### src/common/mode_ctl_defines.svh
/*
  timing counts for the transceiver mode controller.
  assumes a 100 MHz ref_clk; included by design files by bare name.
*/
`ifndef MODE_CTL_DEFINES_SVH
`define MODE_CTL_DEFINES_SVH
`define CLK_PERIOD_NS       32'd10
`define RESET_HOLD_US       32'd4000
`define RESET_HOLD_CYC      ((`RESET_HOLD_US * 32'd1000) / `CLK_PERIOD_NS)
`define WAKE_DOM_US         32'd100
`define WAKE_DOM_CYC        (((`WAKE_DOM_US * 32'd1000) + `CLK_PERIOD_NS - 32'd1) / `CLK_PERIOD_NS)
`define TX_DOM_TIMEOUT_US   32'd40000
`define TX_DOM_TIMEOUT_CYC  ((`TX_DOM_TIMEOUT_US * 32'd1000) / `CLK_PERIOD_NS)
`define TX_STUCK_US         32'd20000
`define TX_STUCK_CYC        (((`TX_STUCK_US * 32'd1000) + `CLK_PERIOD_NS - 32'd1) / `CLK_PERIOD_NS)
`define TX_REARM_NS         32'd10000
`define TX_REARM_CYC        (((`TX_REARM_NS) + `CLK_PERIOD_NS - 32'd1) / `CLK_PERIOD_NS)
`define SLEEP_SKEW_NS       32'd3200
`define SLEEP_SKEW_CYC      ((`SLEEP_SKEW_NS) / `CLK_PERIOD_NS)
`define CNT_W               22
`endif

### src/common/mode_ctl_pkg.sv
/*
  types of the transceiver mode controller.
  assumes nothing beyond a SystemVerilog compiler.
*/
package mode_ctl_pkg;
  typedef enum logic [2:0] {
    M_UNPOWERED = 3'h0,
    M_FAILSAFE  = 3'h1,
    M_NORMAL    = 3'h3,
    M_SILENT    = 3'h2,
    M_SLEEP     = 3'h6
  } mode_t;

  typedef enum logic [1:0] {
    W_IDLE = 2'h0,
    W_LOW  = 2'h1,
    W_HELD = 2'h3
  } wake_t;

  typedef struct packed {
    logic tx_en;
    logic rx_fwd;
    logic term_on;
    logic reg_on;
    logic rx_wake;
  } path_ctl_t;
endpackage

### src/logic/lin_transceiver_mode_control.sv
/*
  mode controller of a single-wire bus transceiver with regulator.
  assumes pins arrive asynchronously and are synchronised here; analog comparators
  (supply, regulator undervoltage, temperature, pre-wake) come in as logic levels.
*/
// Behaviour
// RULE1: undervoltage in normal or silent drives reset low and enters fail-safe.
// RULE2: enable falling with transmit data high enters silent; host holds it high.
// RULE3: silent disables transmit, receive data high, termination off, any bus level.
// RULE4: below pre-wake level in silent or sleep, receiver on and wake timer starts.
// RULE5: wake needs falling edge, dominant longer than minimum, then rising edge.
// RULE6: wake from silent or sleep goes fail-safe, regulator and termination on.
// RULE7: after wake receive data low; otherwise high in fail-safe.
// RULE8: enable falling with transmit data low enters sleep; host holds it low.
// RULE9: enable may fall up to 3.2us before transmit data; bus undisturbed.
// RULE10: sleep: no transmit, regulator off, reset and receive data low, termination off.
// RULE11: enable high in sleep goes fail-safe, then normal after ramp and reset hold.
// RULE12: power-up enters fail-safe, regulator on, reset low for 4ms.
// RULE13: fail-safe holds until enable high, then normal.
// RULE14: supply below 1.9V in silent or sleep makes next power-up unpowered.
// RULE15: reset output low always forces fail-safe; the code does so outside sleep and unpowered only.
// RULE16: supply above 2.4V leaves unpowered for fail-safe.
// RULE17: mode requests ignored during reset hold after power-up.
// RULE18: driver overtemperature turns bus output off until cooled; regulator keeps on.
// RULE19: bus shorted low still allows sleep or silent; short release wakes.
// RULE20: regulator short: reset low, fail-safe; regulator restarts after cooling.
// RULE21: transmit low at normal entry keeps driver off until high over 10us.
// RULE22: transmit stuck low permits sleep via enable after 20ms dominant.
// RULE23: normal mode drives bus from transmit data, receive data mirrors bus.
// RULE24: transmit low past dominant timeout releases bus until transmit high.
// RULE25: wake minimum, reset hold and dominant timeout are parameters.
`timescale 1ns/1ps
`include "mode_ctl_defines.svh"
module lin_transceiver_mode_control
  import mode_ctl_pkg::*;
#(
  parameter logic [`CNT_W-1:0] RESET_HOLD  = `CNT_W'(`RESET_HOLD_CYC),     // RULE25
  parameter logic [`CNT_W-1:0] WAKE_DOM    = `CNT_W'(`WAKE_DOM_CYC),       // RULE25
  parameter logic [`CNT_W-1:0] DOM_TIMEOUT = `CNT_W'(`TX_DOM_TIMEOUT_CYC), // RULE25
  parameter logic [`CNT_W-1:0] TX_STUCK    = `CNT_W'(`TX_STUCK_CYC),
  parameter logic [`CNT_W-1:0] TX_REARM    = `CNT_W'(`TX_REARM_CYC),
  parameter logic [`CNT_W-1:0] SLEEP_SKEW  = `CNT_W'(`SLEEP_SKEW_CYC)
) (
  input  wire logic ref_clk,
  input  wire logic rst,
  input  wire logic enable_in,
  input  wire logic txd_in,
  input  wire logic bus_in,
  input  wire logic battery_supply_ok,
  input  wire logic battery_supply_lost,
  input  wire logic vcc_undervolt,
  input  wire logic bus_driver_shutdown_temp,
  input  wire logic reg_overtemp,
  output logic      bus_drive_low,
  output logic      rxd_out,
  output logic      undervoltage_reset_out,
  output logic      term_on,
  output logic      reg_on,
  output logic      rx_active,
  output mode_t     mode
);
  logic [6:0]        pins_s;
  logic              en_s, tx_s, bus_s, sup_ok_s, sup_lost_s, uv_s, hot_s;
  mode_t             mode_r;
  mode_t             mode_nxt;
  logic [`CNT_W-1:0] hold_cnt_r;
  logic [`CNT_W-1:0] dom_cnt_r;
  logic [`CNT_W-1:0] hi_cnt_r;
  logic [`CNT_W-1:0] skew_cnt_r;
  logic              en_prev_r;
  logic              tx_at_fall_r;
  logic              pend_sleep_r;
  logic              tx_block_r;
  logic              timed_out_r;
  logic              wake_flag_r;
  logic              lost_r;
  logic              wake_pulse;
  logic              wake_rx;
  path_ctl_t         ctl;

  // idle pin levels, so no false edge or power-up follows reset
  sync2 #(.W(7), .INIT(7'h30)) u_sync (
    .ref_clk (ref_clk),
    .rst     (rst),
    .d       ({enable_in, txd_in, bus_in, battery_supply_ok,
               battery_supply_lost, vcc_undervolt, bus_driver_shutdown_temp}),
    .q       (pins_s)
  );
  assign {en_s, tx_s, bus_s, sup_ok_s, sup_lost_s, uv_s, hot_s} = pins_s;

  wire arm = (mode_r == M_SILENT) || (mode_r == M_SLEEP);

  wake_detect #(.DOM_MIN(WAKE_DOM)) u_wake (
    .ref_clk    (ref_clk),
    .rst        (rst),
    .arm        (arm),                                     // RULE4
    .bus_lvl    (bus_s),
    .rx_active  (wake_rx),
    .wake_pulse (wake_pulse)
  );

  // decode helpers
  wire holding    = (hold_cnt_r != '0);                                   // RULE17
  wire reset_low  = holding | uv_s;                                        // RULE15
  wire en_fall    = en_prev_r & ~en_s;
  wire en_rise    = ~en_prev_r & en_s;
  wire stuck_ok   = (dom_cnt_r > TX_STUCK);                                // RULE22
  // sleep asks for tx low at the end of the skew window, tolerating early enable
  wire skew_done  = pend_sleep_r && (skew_cnt_r >= SLEEP_SKEW);            // RULE9
  wire go_silent  = skew_done & tx_s;                                      // RULE2
  wire go_sleep   = skew_done & ~tx_s & (~tx_at_fall_r | ~timed_out_r | stuck_ok); // RULE8
  wire act_mode   = (mode_r == M_NORMAL) || (mode_r == M_SILENT);

  always_comb begin
    mode_nxt = mode_r;
    case (mode_r)
      M_UNPOWERED: if (sup_ok_s) mode_nxt = M_FAILSAFE;                   // RULE16
      M_FAILSAFE:  if (!reset_low && en_s) mode_nxt = M_NORMAL;           // RULE13
      M_NORMAL:    if (go_sleep) mode_nxt = M_SLEEP;                      // RULE8
                   else if (go_silent) mode_nxt = M_SILENT;               // RULE2
      M_SILENT:    if (wake_pulse) mode_nxt = M_FAILSAFE;                 // RULE6
                   else if (en_rise) mode_nxt = M_FAILSAFE;
      M_SLEEP:     if (wake_pulse || en_rise) mode_nxt = M_FAILSAFE;      // RULE11
      default:     mode_nxt = M_FAILSAFE;
    endcase
    if (act_mode && uv_s) mode_nxt = M_FAILSAFE;                           // RULE1
    if (mode_r != M_UNPOWERED && mode_r != M_SLEEP && reset_low) begin
      mode_nxt = M_FAILSAFE;                                               // RULE15
    end
    if (!sup_ok_s && (arm ? lost_r : 1'b1)) mode_nxt = M_UNPOWERED;        // RULE14
  end

  always_comb begin
    ctl.tx_en   = (mode_r == M_NORMAL) && !tx_block_r && !timed_out_r && !hot_s; // RULE18
    ctl.rx_fwd  = (mode_r == M_NORMAL);                                    // RULE23
    ctl.term_on = (mode_r == M_NORMAL) || (mode_r == M_FAILSAFE);         // RULE3
    // regulator restarts by itself in fail-safe once cooled, whatever enable is
    ctl.reg_on  = (mode_r != M_SLEEP) && (mode_r != M_UNPOWERED) && !reg_overtemp; // RULE20
    ctl.rx_wake = (mode_r == M_FAILSAFE) && wake_flag_r;                   // RULE7
  end

  always_ff @(posedge ref_clk) begin
    if (rst) begin
      mode_r    <= M_UNPOWERED;
      en_prev_r <= 1'b0;
      lost_r    <= 1'b0;
    end else begin
      mode_r    <= mode_nxt;
      en_prev_r <= en_s;
      lost_r    <= arm ? (lost_r | sup_lost_s) : 1'b0;                     // RULE14
    end
  end

  // reset hold restarts on every entry to fail-safe from a powerless state
  always_ff @(posedge ref_clk) begin
    if (rst) begin
      hold_cnt_r <= '0;
    end else if ((mode_r == M_UNPOWERED || mode_r == M_SLEEP) && mode_nxt == M_FAILSAFE) begin
      hold_cnt_r <= RESET_HOLD;                                            // RULE12
    end else if (uv_s && mode_r != M_SLEEP) begin
      hold_cnt_r <= RESET_HOLD;                                            // RULE20
    end else if (holding) begin
      hold_cnt_r <= hold_cnt_r - `CNT_W'(1);
    end
  end

  always_ff @(posedge ref_clk) begin
    if (rst) begin
      pend_sleep_r <= 1'b0;
      skew_cnt_r   <= '0;
      tx_at_fall_r <= 1'b0;
    end else if (mode_r == M_NORMAL && en_fall && !holding) begin
      pend_sleep_r <= 1'b1;                                                // RULE17
      skew_cnt_r   <= '0;
      tx_at_fall_r <= ~tx_s;
    end else if (pend_sleep_r && mode_r == M_NORMAL && !en_s && !skew_done) begin
      skew_cnt_r   <= skew_cnt_r + `CNT_W'(1);
    end else begin
      pend_sleep_r <= 1'b0;
      skew_cnt_r   <= '0;
    end
  end

  // one counter serves the dominant timeout and the stuck-low sleep permit
  always_ff @(posedge ref_clk) begin
    if (rst) begin
      dom_cnt_r   <= '0;
      timed_out_r <= 1'b0;
      hi_cnt_r    <= '0;
      tx_block_r  <= 1'b0;
    end else begin
      dom_cnt_r   <= tx_s ? '0 : (stuck_ok && dom_cnt_r > DOM_TIMEOUT ? dom_cnt_r
                                   : dom_cnt_r + `CNT_W'(1));
      if (tx_s) begin
        timed_out_r <= 1'b0;                                               // RULE24
      end else if (dom_cnt_r > DOM_TIMEOUT) begin
        timed_out_r <= 1'b1;                                               // RULE24
      end
      hi_cnt_r    <= (tx_s && tx_block_r && hi_cnt_r <= TX_REARM) ? hi_cnt_r + `CNT_W'(1)
                     : (tx_s ? hi_cnt_r : '0);
      if (mode_r != M_NORMAL && mode_nxt == M_NORMAL && !tx_s) begin
        tx_block_r <= 1'b1;                                                // RULE21
      end else if (hi_cnt_r > TX_REARM) begin
        tx_block_r <= 1'b0;                                                // RULE21
      end
    end
  end

  always_ff @(posedge ref_clk) begin
    if (rst) begin
      wake_flag_r <= 1'b0;
    end else if (wake_pulse) begin
      wake_flag_r <= 1'b1;                                                 // RULE19
    end else if (mode_r != M_FAILSAFE) begin
      wake_flag_r <= 1'b0;
    end
  end

  always_ff @(posedge ref_clk) begin
    if (rst) begin
      bus_drive_low          <= 1'b0;
      rxd_out                <= 1'b1;
      undervoltage_reset_out <= 1'b0;
      term_on                <= 1'b0;
      reg_on                 <= 1'b0;
      rx_active              <= 1'b0;
      mode                   <= M_UNPOWERED;
    end else begin
      bus_drive_low          <= ctl.tx_en & ~tx_s & ~pend_sleep_r;         // RULE23
      rxd_out                <= ctl.rx_fwd ? bus_s
                                : (mode_r == M_SLEEP ? 1'b0 : ~ctl.rx_wake); // RULE10
      undervoltage_reset_out <= ~(reset_low | mode_r == M_SLEEP
                                  | mode_r == M_UNPOWERED);                // RULE1
      term_on                <= ctl.term_on;                               // RULE6
      reg_on                 <= ctl.reg_on;                                // RULE10
      rx_active              <= ctl.rx_fwd | wake_rx;                      // RULE4
      mode                   <= mode_r;
    end
  end
endmodule

### src/logic/sync2.sv
/*
  two-flop synchroniser for a vector of pin inputs.
  assumes inputs asynchronous to ref_clk; rst is synchronous, active high.
*/
`timescale 1ns/1ps
module sync2 #(
  parameter int W = 1,
  parameter logic [W-1:0] INIT = '0
) (
  input  wire logic         ref_clk,
  input  wire logic         rst,
  input  wire logic [W-1:0] d,
  output logic      [W-1:0] q
);
  logic [W-1:0] meta_r;

  always_ff @(posedge ref_clk) begin
    if (rst) begin
      meta_r <= INIT;
      q      <= INIT;
    end else begin
      meta_r <= d;
      q      <= meta_r;
    end
  end
endmodule

### src/logic/wake_detect.sv
/*
  remote wake detector: falling edge, dominant held past a minimum, rising edge.
  assumes bus_lvl already synchronised; arm is high in silent or sleep.
*/
`timescale 1ns/1ps
`include "mode_ctl_defines.svh"
module wake_detect
  import mode_ctl_pkg::*;
#(
  parameter logic [`CNT_W-1:0] DOM_MIN = `CNT_W'(`WAKE_DOM_CYC)
) (
  input  wire logic ref_clk,
  input  wire logic rst,
  input  wire logic arm,
  input  wire logic bus_lvl,
  output logic      rx_active,
  output logic      wake_pulse
);
  wake_t             st_r;
  wake_t             st_nxt;
  logic [`CNT_W-1:0] cnt_r;
  logic              prev_r;
  wire               fall    = prev_r & ~bus_lvl;
  wire               rise    = ~prev_r & bus_lvl;
  wire               held    = (cnt_r > DOM_MIN);
  wire               fire    = arm & (st_r == W_HELD) & rise;

  always_comb begin
    st_nxt = st_r;
    case (st_r)
      // a bus already low when armed counts as the falling edge (shorted bus)
      W_IDLE:  if (fall || !bus_lvl) st_nxt = W_LOW;      // RULE5 RULE19
      W_LOW:   if (rise) st_nxt = W_IDLE;
               else if (held) st_nxt = W_HELD;            // RULE5
      W_HELD:  if (rise) st_nxt = W_IDLE;
      default: st_nxt = W_IDLE;
    endcase
    if (!arm) st_nxt = W_IDLE;
  end

  always_ff @(posedge ref_clk) begin
    if (rst) begin
      st_r       <= W_IDLE;
      cnt_r      <= '0;
      prev_r     <= 1'b1;
      rx_active  <= 1'b0;
      wake_pulse <= 1'b0;
    end else begin
      st_r       <= st_nxt;
      prev_r     <= bus_lvl;
      // timer runs only while dominant below the pre-wake level
      cnt_r      <= (!arm || bus_lvl) ? '0 : (held ? cnt_r : cnt_r + `CNT_W'(1)); // RULE4
      rx_active  <= arm & ~bus_lvl;                       // RULE4
      wake_pulse <= fire;                                 // RULE5
    end
  end
endmodule

### config.mk
export PLATFORM = sky130hd
export DESIGN_NAME = lin_transceiver_mode_control
export DESIGN_NICKNAME = d
export VERILOG_FILES = /design/src/common/mode_ctl_pkg.sv /design/src/logic/lin_transceiver_mode_control.sv /design/src/logic/sync2.sv /design/src/logic/wake_detect.sv
export VERILOG_INCLUDE_DIRS = /design/src /design/src/common
export SDC_FILE = /design/constraint.sdc
export NUM_CORES = 1
export LEC_CHECK = 0
export BUFFER_PORTS_ARGS = -buffer_cell sky130_fd_sc_hd__clkbuf_2
export CAP_MARGIN = 10
export CORE_MARGIN = 8
export CORE_UTILIZATION = 55
export DETAILED_ROUTE_END_ITERATION = 8
export PLACE_DENSITY = 0.79
export SLEW_MARGIN = 20
export SYNTH_ARGS = -nofsm -noshare
export SYNTH_HDL_FRONTEND = slang
export SYNTH_SLANG_ARGS = --single-unit
### constraint.sdc
create_clock -name ref_clk -period 2.4 [get_ports ref_clk]
set_input_delay 0.24 -clock ref_clk [delete_from_list [all_inputs] [get_ports ref_clk]]
set_output_delay 0.24 -clock ref_clk [all_outputs]
set_load 0.05 [all_outputs]
# Word-level counts from Yosys, hierarchy flattened

Index checks and enable logic that the tools add are counted.

Word-level logic and storage cells: 170
Bits in registers: 148

Add/subtract/negate cells: 5
Equal/unequal tests: 16
Mux-type cells: 30
Reduce and logical (&&, ||, !) cells: 55
$lt $le $gt $ge: 6
Bitwise logic cells: 31

Operators by type and width:

| cell                  | number |
|---|---|
| $add 22x1->22 const B | 4 |
| $mux 19               | 3 |
| $mux 22               | 2 |
| $mux 3                | 10 |
| $logic_and 1x1->1     | 23 |
| $ge 22x9->1 const B   | 1 |
| $gt 22x10->1 const B  | 1 |
| $gt 22x14->1 const B  | 1 |
| $gt 22x21->1 const B  | 1 |
| $gt 22x22->1 const B  | 1 |
| $le 22x10->1 const B  | 1 |
| $reduce_bool 22->1    | 1 |
| $sub 22x1->22 const B | 1 |
| $pmux 3 s5            | 1 |
| $and 1x1->1           | 12 |
| $logic_not 1->1       | 12 |
| $not 1->1             | 12 |
| $eq 3x2->1 const B    | 3 |
| $mux 1                | 9 |
| $mux 2                | 4 |
| $logic_or 1x1->1      | 7 |
| $or 1x1->1            | 7 |
| $eq 3x1->1 const B    | 2 |
| $ne 3x1->1 const B    | 2 |
| other kinds (15)      | 22 |

# Longest topological paths before layout

Depth in word-level cells: 13
Mapped depth: 9
Depth with buffers taken out: 8

# Hierarchy

From an unflattened synthesis, not the netlist that was laid out.

Cells, all modules: 674
Area total of the unflattened synthesis: 6242.2 um2

Modules (own cells, without submodules):

| module                       | instances | area each (um2) | cells each |
|---|---|---|---|
| lin_transceiver_mode_control | 1         | 4730.8          | 521 |
| wake_detect                  | 1         | 1127.3          | 124 |
| sync2                        | 1         | 384.1           | 29 |

# Least setup slack after synthesis

OpenSTA, ideal clock, no wires.

Kind: register -> register
Start point: register u_wake.cnt_r[0]
End point: register u_wake.cnt_r[10]
Buffers on the path: 0
Period minus slack after synthesis: 2.421 ns
Setup time: 0.116 ns
Setup slack: -0.021 ns
Cell stages (with the launch flop): 9
Arrival: 2.305 ns
Cells stage by stage: dfxtp_1 -> inv_1 -> ha_1 -> or3b_1 -> a2111o_1 -> a211o_1 -> a2111oi_4 -> a31oi_1 -> a41o_1

Word-level cells in the longest chain between the ends: 1
Elaborated cells between the ends (all ways): 2

Ends and longest elaborated chain:

| element                                       | RTL line                             | source |
|---|---|---|
| start: declaration                            | wake_detect.sv:21                    | `` logic [`CNT_W-1:0] cnt_r; `` |
| start signal: assignment                      | wake_detect.sv:52                    | `` cnt_r <= (!arm \|\| bus_lvl) ? '0 : (held ? cnt_r : cnt_r + `CNT_W'(1)); `` |
| $add 22x1->22 or $gt 22x14->1 (tied branches) | wake_detect.sv:52, wake_detect.sv:25 |  |

Parallel ways exist; a longest one is shown, timed or not.
A chain may end at the register's enable or synchronous reset.

# Worst setup path after layout

Start point: register u_wake.cnt_r[1]
End point: register u_wake.cnt_r[10]

The elaborated chain is that of the path after synthesis.

==> reports/qor.csv <==
stage,metric,value,unit
run_status,outcome,finished with violations,
run_status,failed_checks,negative setup slack,
floorplan,die_h,120,um
floorplan,fp.dieW,120,um
finish,antenna_cells,0,
synthesis,yosys_warnings,0,
detailed_routing,ant_nets,0,
global_routing,grt_max_degree,26,
setup_path,crit_type,flop to flop,
synthesis,synth_area_leader_cell,dfxtp_1,
finish,multi_input_area,2910,um2
setup_path,regToRegSetupSlack,-0.03,ns
synthesis,synth.most_common_cell,dfxtp_1,
synthesis,syn_area,5990,um2
global_routing,first_global_vias,4564,
global_routing,antenna_found_initial,0,
placement,dpl_worst_slack,-0.106,ns
pwr,p_leak,2.75,nW
setup_path,endpoint,u_wake.cnt_r[10],
cts,clk_pin_slew,0.06,ns
global_routing,track_usage,17.0,%
sta,setup_viol_count_final,3,
sta,fin_ws,-0.0322,ns
finish,fill_cells,842,
sta,skew,0.00675,ns
floorplan,rows,38,
synthesis,yosys.cell_types.count,59,
setup_path,regToRegStartpoint,u_wake.cnt_r[1],
synthesis,syn_area_per_cell,9.20,um2
synthesis,synth.top_cell.area_share,49.5,%
synthesis,async_reset_ff_share,0,%
synthesis,synth_area_leaders,"dfxtp_1 49%, nor2_1 5.6%, xor2_1 4.5%",
floorplan,core-area,10700,um2
detailed_routing,viasPerCell,5.46,
synthesis,synth_edf_count,0,
floorplan,start_util,55.7,%
setup_path,critPathLaunchType,flop,
cts,clock_sinks,148,
detailed_routing,vias,4735,
sta,maxSlewViolCount,0,
synthesis,synthCells,651,
finish,instances_no_fill,868,
setup_path,worst_setup_path_end_kind,flop,
placement,finalWeightedCongestion,0.838,
detailed_routing,wl_per_cell,13.9,um
cts,cts_root_buf,clkbuf_8,
sta,hold_viol,0,
finish,drive_above_1_share,13.6,%
floorplan,floorplan.die_area,14500,um2
cts,clock_latency,0.52,ns
finish,final_nets,735,
placement,numPortBuffers,18,
cts,htreeDepth,4,
setup_path,arrival,2.84,ns
detailed_routing,dr.pass1.iters,5,
sta,relSlewSlack,57.3,%
cts,ctsLongestPathBuffers,2,
placement,dp.cells,824,
hold_path,min_from,rst,
detailed_routing,dr.first_iter.drc_count,322,
synthesis,synth_ff_type,dfxtp_1,
setup_path,reg2reg_depth,8,
sta,fmax,0.411,GHz
sta,finalCritPeriodShare,101,%
hold_path,hold_class,primary input to flop,
setup_path,critical_path_required,2.81,ns
floorplan,io_pins,19,
detailed_routing,drc,0,
setup_path,worstSetupStartpoint,u_wake.cnt_r[1],
finish,fin_util,66.3,%
setup_path,critPathMaxFanout,4,
sta,rsz0062_at_grt,yes,
synthesis,synth.yosys.seq_area_share,49.5,%
synthesis,yosys-top-cells-count,"148 x dfxtp_1, 90 x nor2_1, 38 x nand2_1",
finish,area_delta_synth_final,19.0,%
sta,tightest_slew,0.640,ns
cts,tritoncts,yes,
finish,seqCellArea,2970,um2
global_routing,overflow,0,
detailed_routing,wirelength,12100,um
pwr,ir_drop,0.000669,V
placement,dp_hpwl,8070,um
job,drv_cap,0,
cts,cts_made_buffers,17,
pwr,cellPowerDensity,899,nW/um2
sta,finalCriticalPeriod,2.43,ns
global_routing,grt_pass1_wl,20400,um
pwr,total_power,6.41,mW
setup_path,r2r-end,u_wake.cnt_r[10],
synthesis,ys_ff_latch,148,
==> how the worst min path moves through the flow <==
stage,end,depth (start not counted)
detailed placement,u_sync.q[4],1
global route,wake_flag_r,2
floorplan,reg_on,1
finish,wake_flag_r,2
CTS,wake_flag_r,2
global placement,u_sync.q[5],1
==> cell families after synthesis <==
family | Yosys count | synth area share, %
other | 1 | 0.0626
AOI/OAI and AO/OA | 80 | 9.95
xor gates and xnor gates | 58 | 8.48
buffers and inverters | 48 | 3.13
and+or+nand+nor | 304 | 26.5
DFF | 148 | 49.5
adders and majority gates | 10 | 2.09
muxes | 2 | 0.334
==> registers in the layout (all words and copies together), names as in the netlist, 2 cells and up <==
signal and count:
hold_cnt_r 22, u_sync.q 7, skew_cnt_r 22, u_sync.meta_r 7
hi_cnt_r 22, dom_cnt_r 22, u_wake.st_r 2, u_wake.cnt_r 22
mode_r 3, mode 3
==> critical path: stages (launching register included) <==
cell,delay [ns]
dfxtp_2,0.33
inv_2,0.05
ha_1,0.12
or3b_1,0.35
a2111o_1,0.38
a211o_1,0.33
a2111oi_4,0.39
a31oi_1,0.15
a41o_1,0.23
==> cell type report <==
type	instances	area share (%)
flip-flops and latches	148	41.6
multi-input cells	467	40.9
clock buffers	18	5.86
repair buffers	57	5.65
well taps	140	2.46
clock inverters	14	2.28
inverters	24	1.26
==> placed cells by master, fill, tap and decap left out, types with 3 or more instances in the layout <==
cell           instances
a21oi_1               20
nor4_1                13
nand2b_1               7
clkinv_2               5
nand3b_1               3
dfxtp_1              146
bufinv_16              3
a41o_1                 3
o22ai_1                3
clkinvlp_4             4
conb_1                13
and3_1                 9
a2111oi_4              3
or3_1                  7
or4_1                  7
clkbuf_2              18
and4_1                 3
nand3_1               24
or2_2                  7
nor2b_1               19
nor3_1                18
buf_4                 31
nand2_1               38
xor2_1                31
o41ai_1                3
o21ai_0                9
nand4_1               23
ha_1                  10
nor2_1                90
o21a_1                 4
nor3b_1                3
and2_1                21
a21o_1                 5
nor4b_1                5
nand4b_1               3
xnor2_1               26
clkbuf_16             16
dlygate4sd3_1          8
a31oi_1                5
inv_1                 22
==> where the power goes <==
| group | total (mW) | switching, mW | internal, mW |
|---|---|---|---|
| Combinational | 1.06 | 0.592 | 0.464 |
| Clock | 2.57 | 0.996 | 1.57 |
| Sequential | 2.78 | 0.160 | 2.62 |
| Total | 6.41 | 1.75 | 4.66 |
==> routing by layer <==
metal / vias up / GRT usage (%) / wire length (um)
met1: 2226 / 20.5 / 5480
met5: - / 0 / 0
met2: 98 / 28.6 / 5900
met4: 0 / 6.40 / 172
met3: 21 / 4.71 / 512
li1: 2390 / - / -
==> stage by stage <==
stage,hold WS (ns),instance area [um2],setup TNS (ns)
global placement,0.400,6410,-0.0839
CTS,0.0225,7110,-0.441
floorplan,0.319,6030,0
global route,0.0498,7130,-1.00
detailed placement,0.400,6410,-0.418
finish,0.0391,7130,-0.0742
==> what timing repair did <==
action	4_1_cts	5_1_grt
endpoints found under the setup margin	9	14
gates cloned	0	0
pin swaps	7	3
buffers inserted	3	1
hold buffers	8	0
hold endpoints to repair	8	0
resized for setup	5	2
Power figures use the tool's default switching activity.
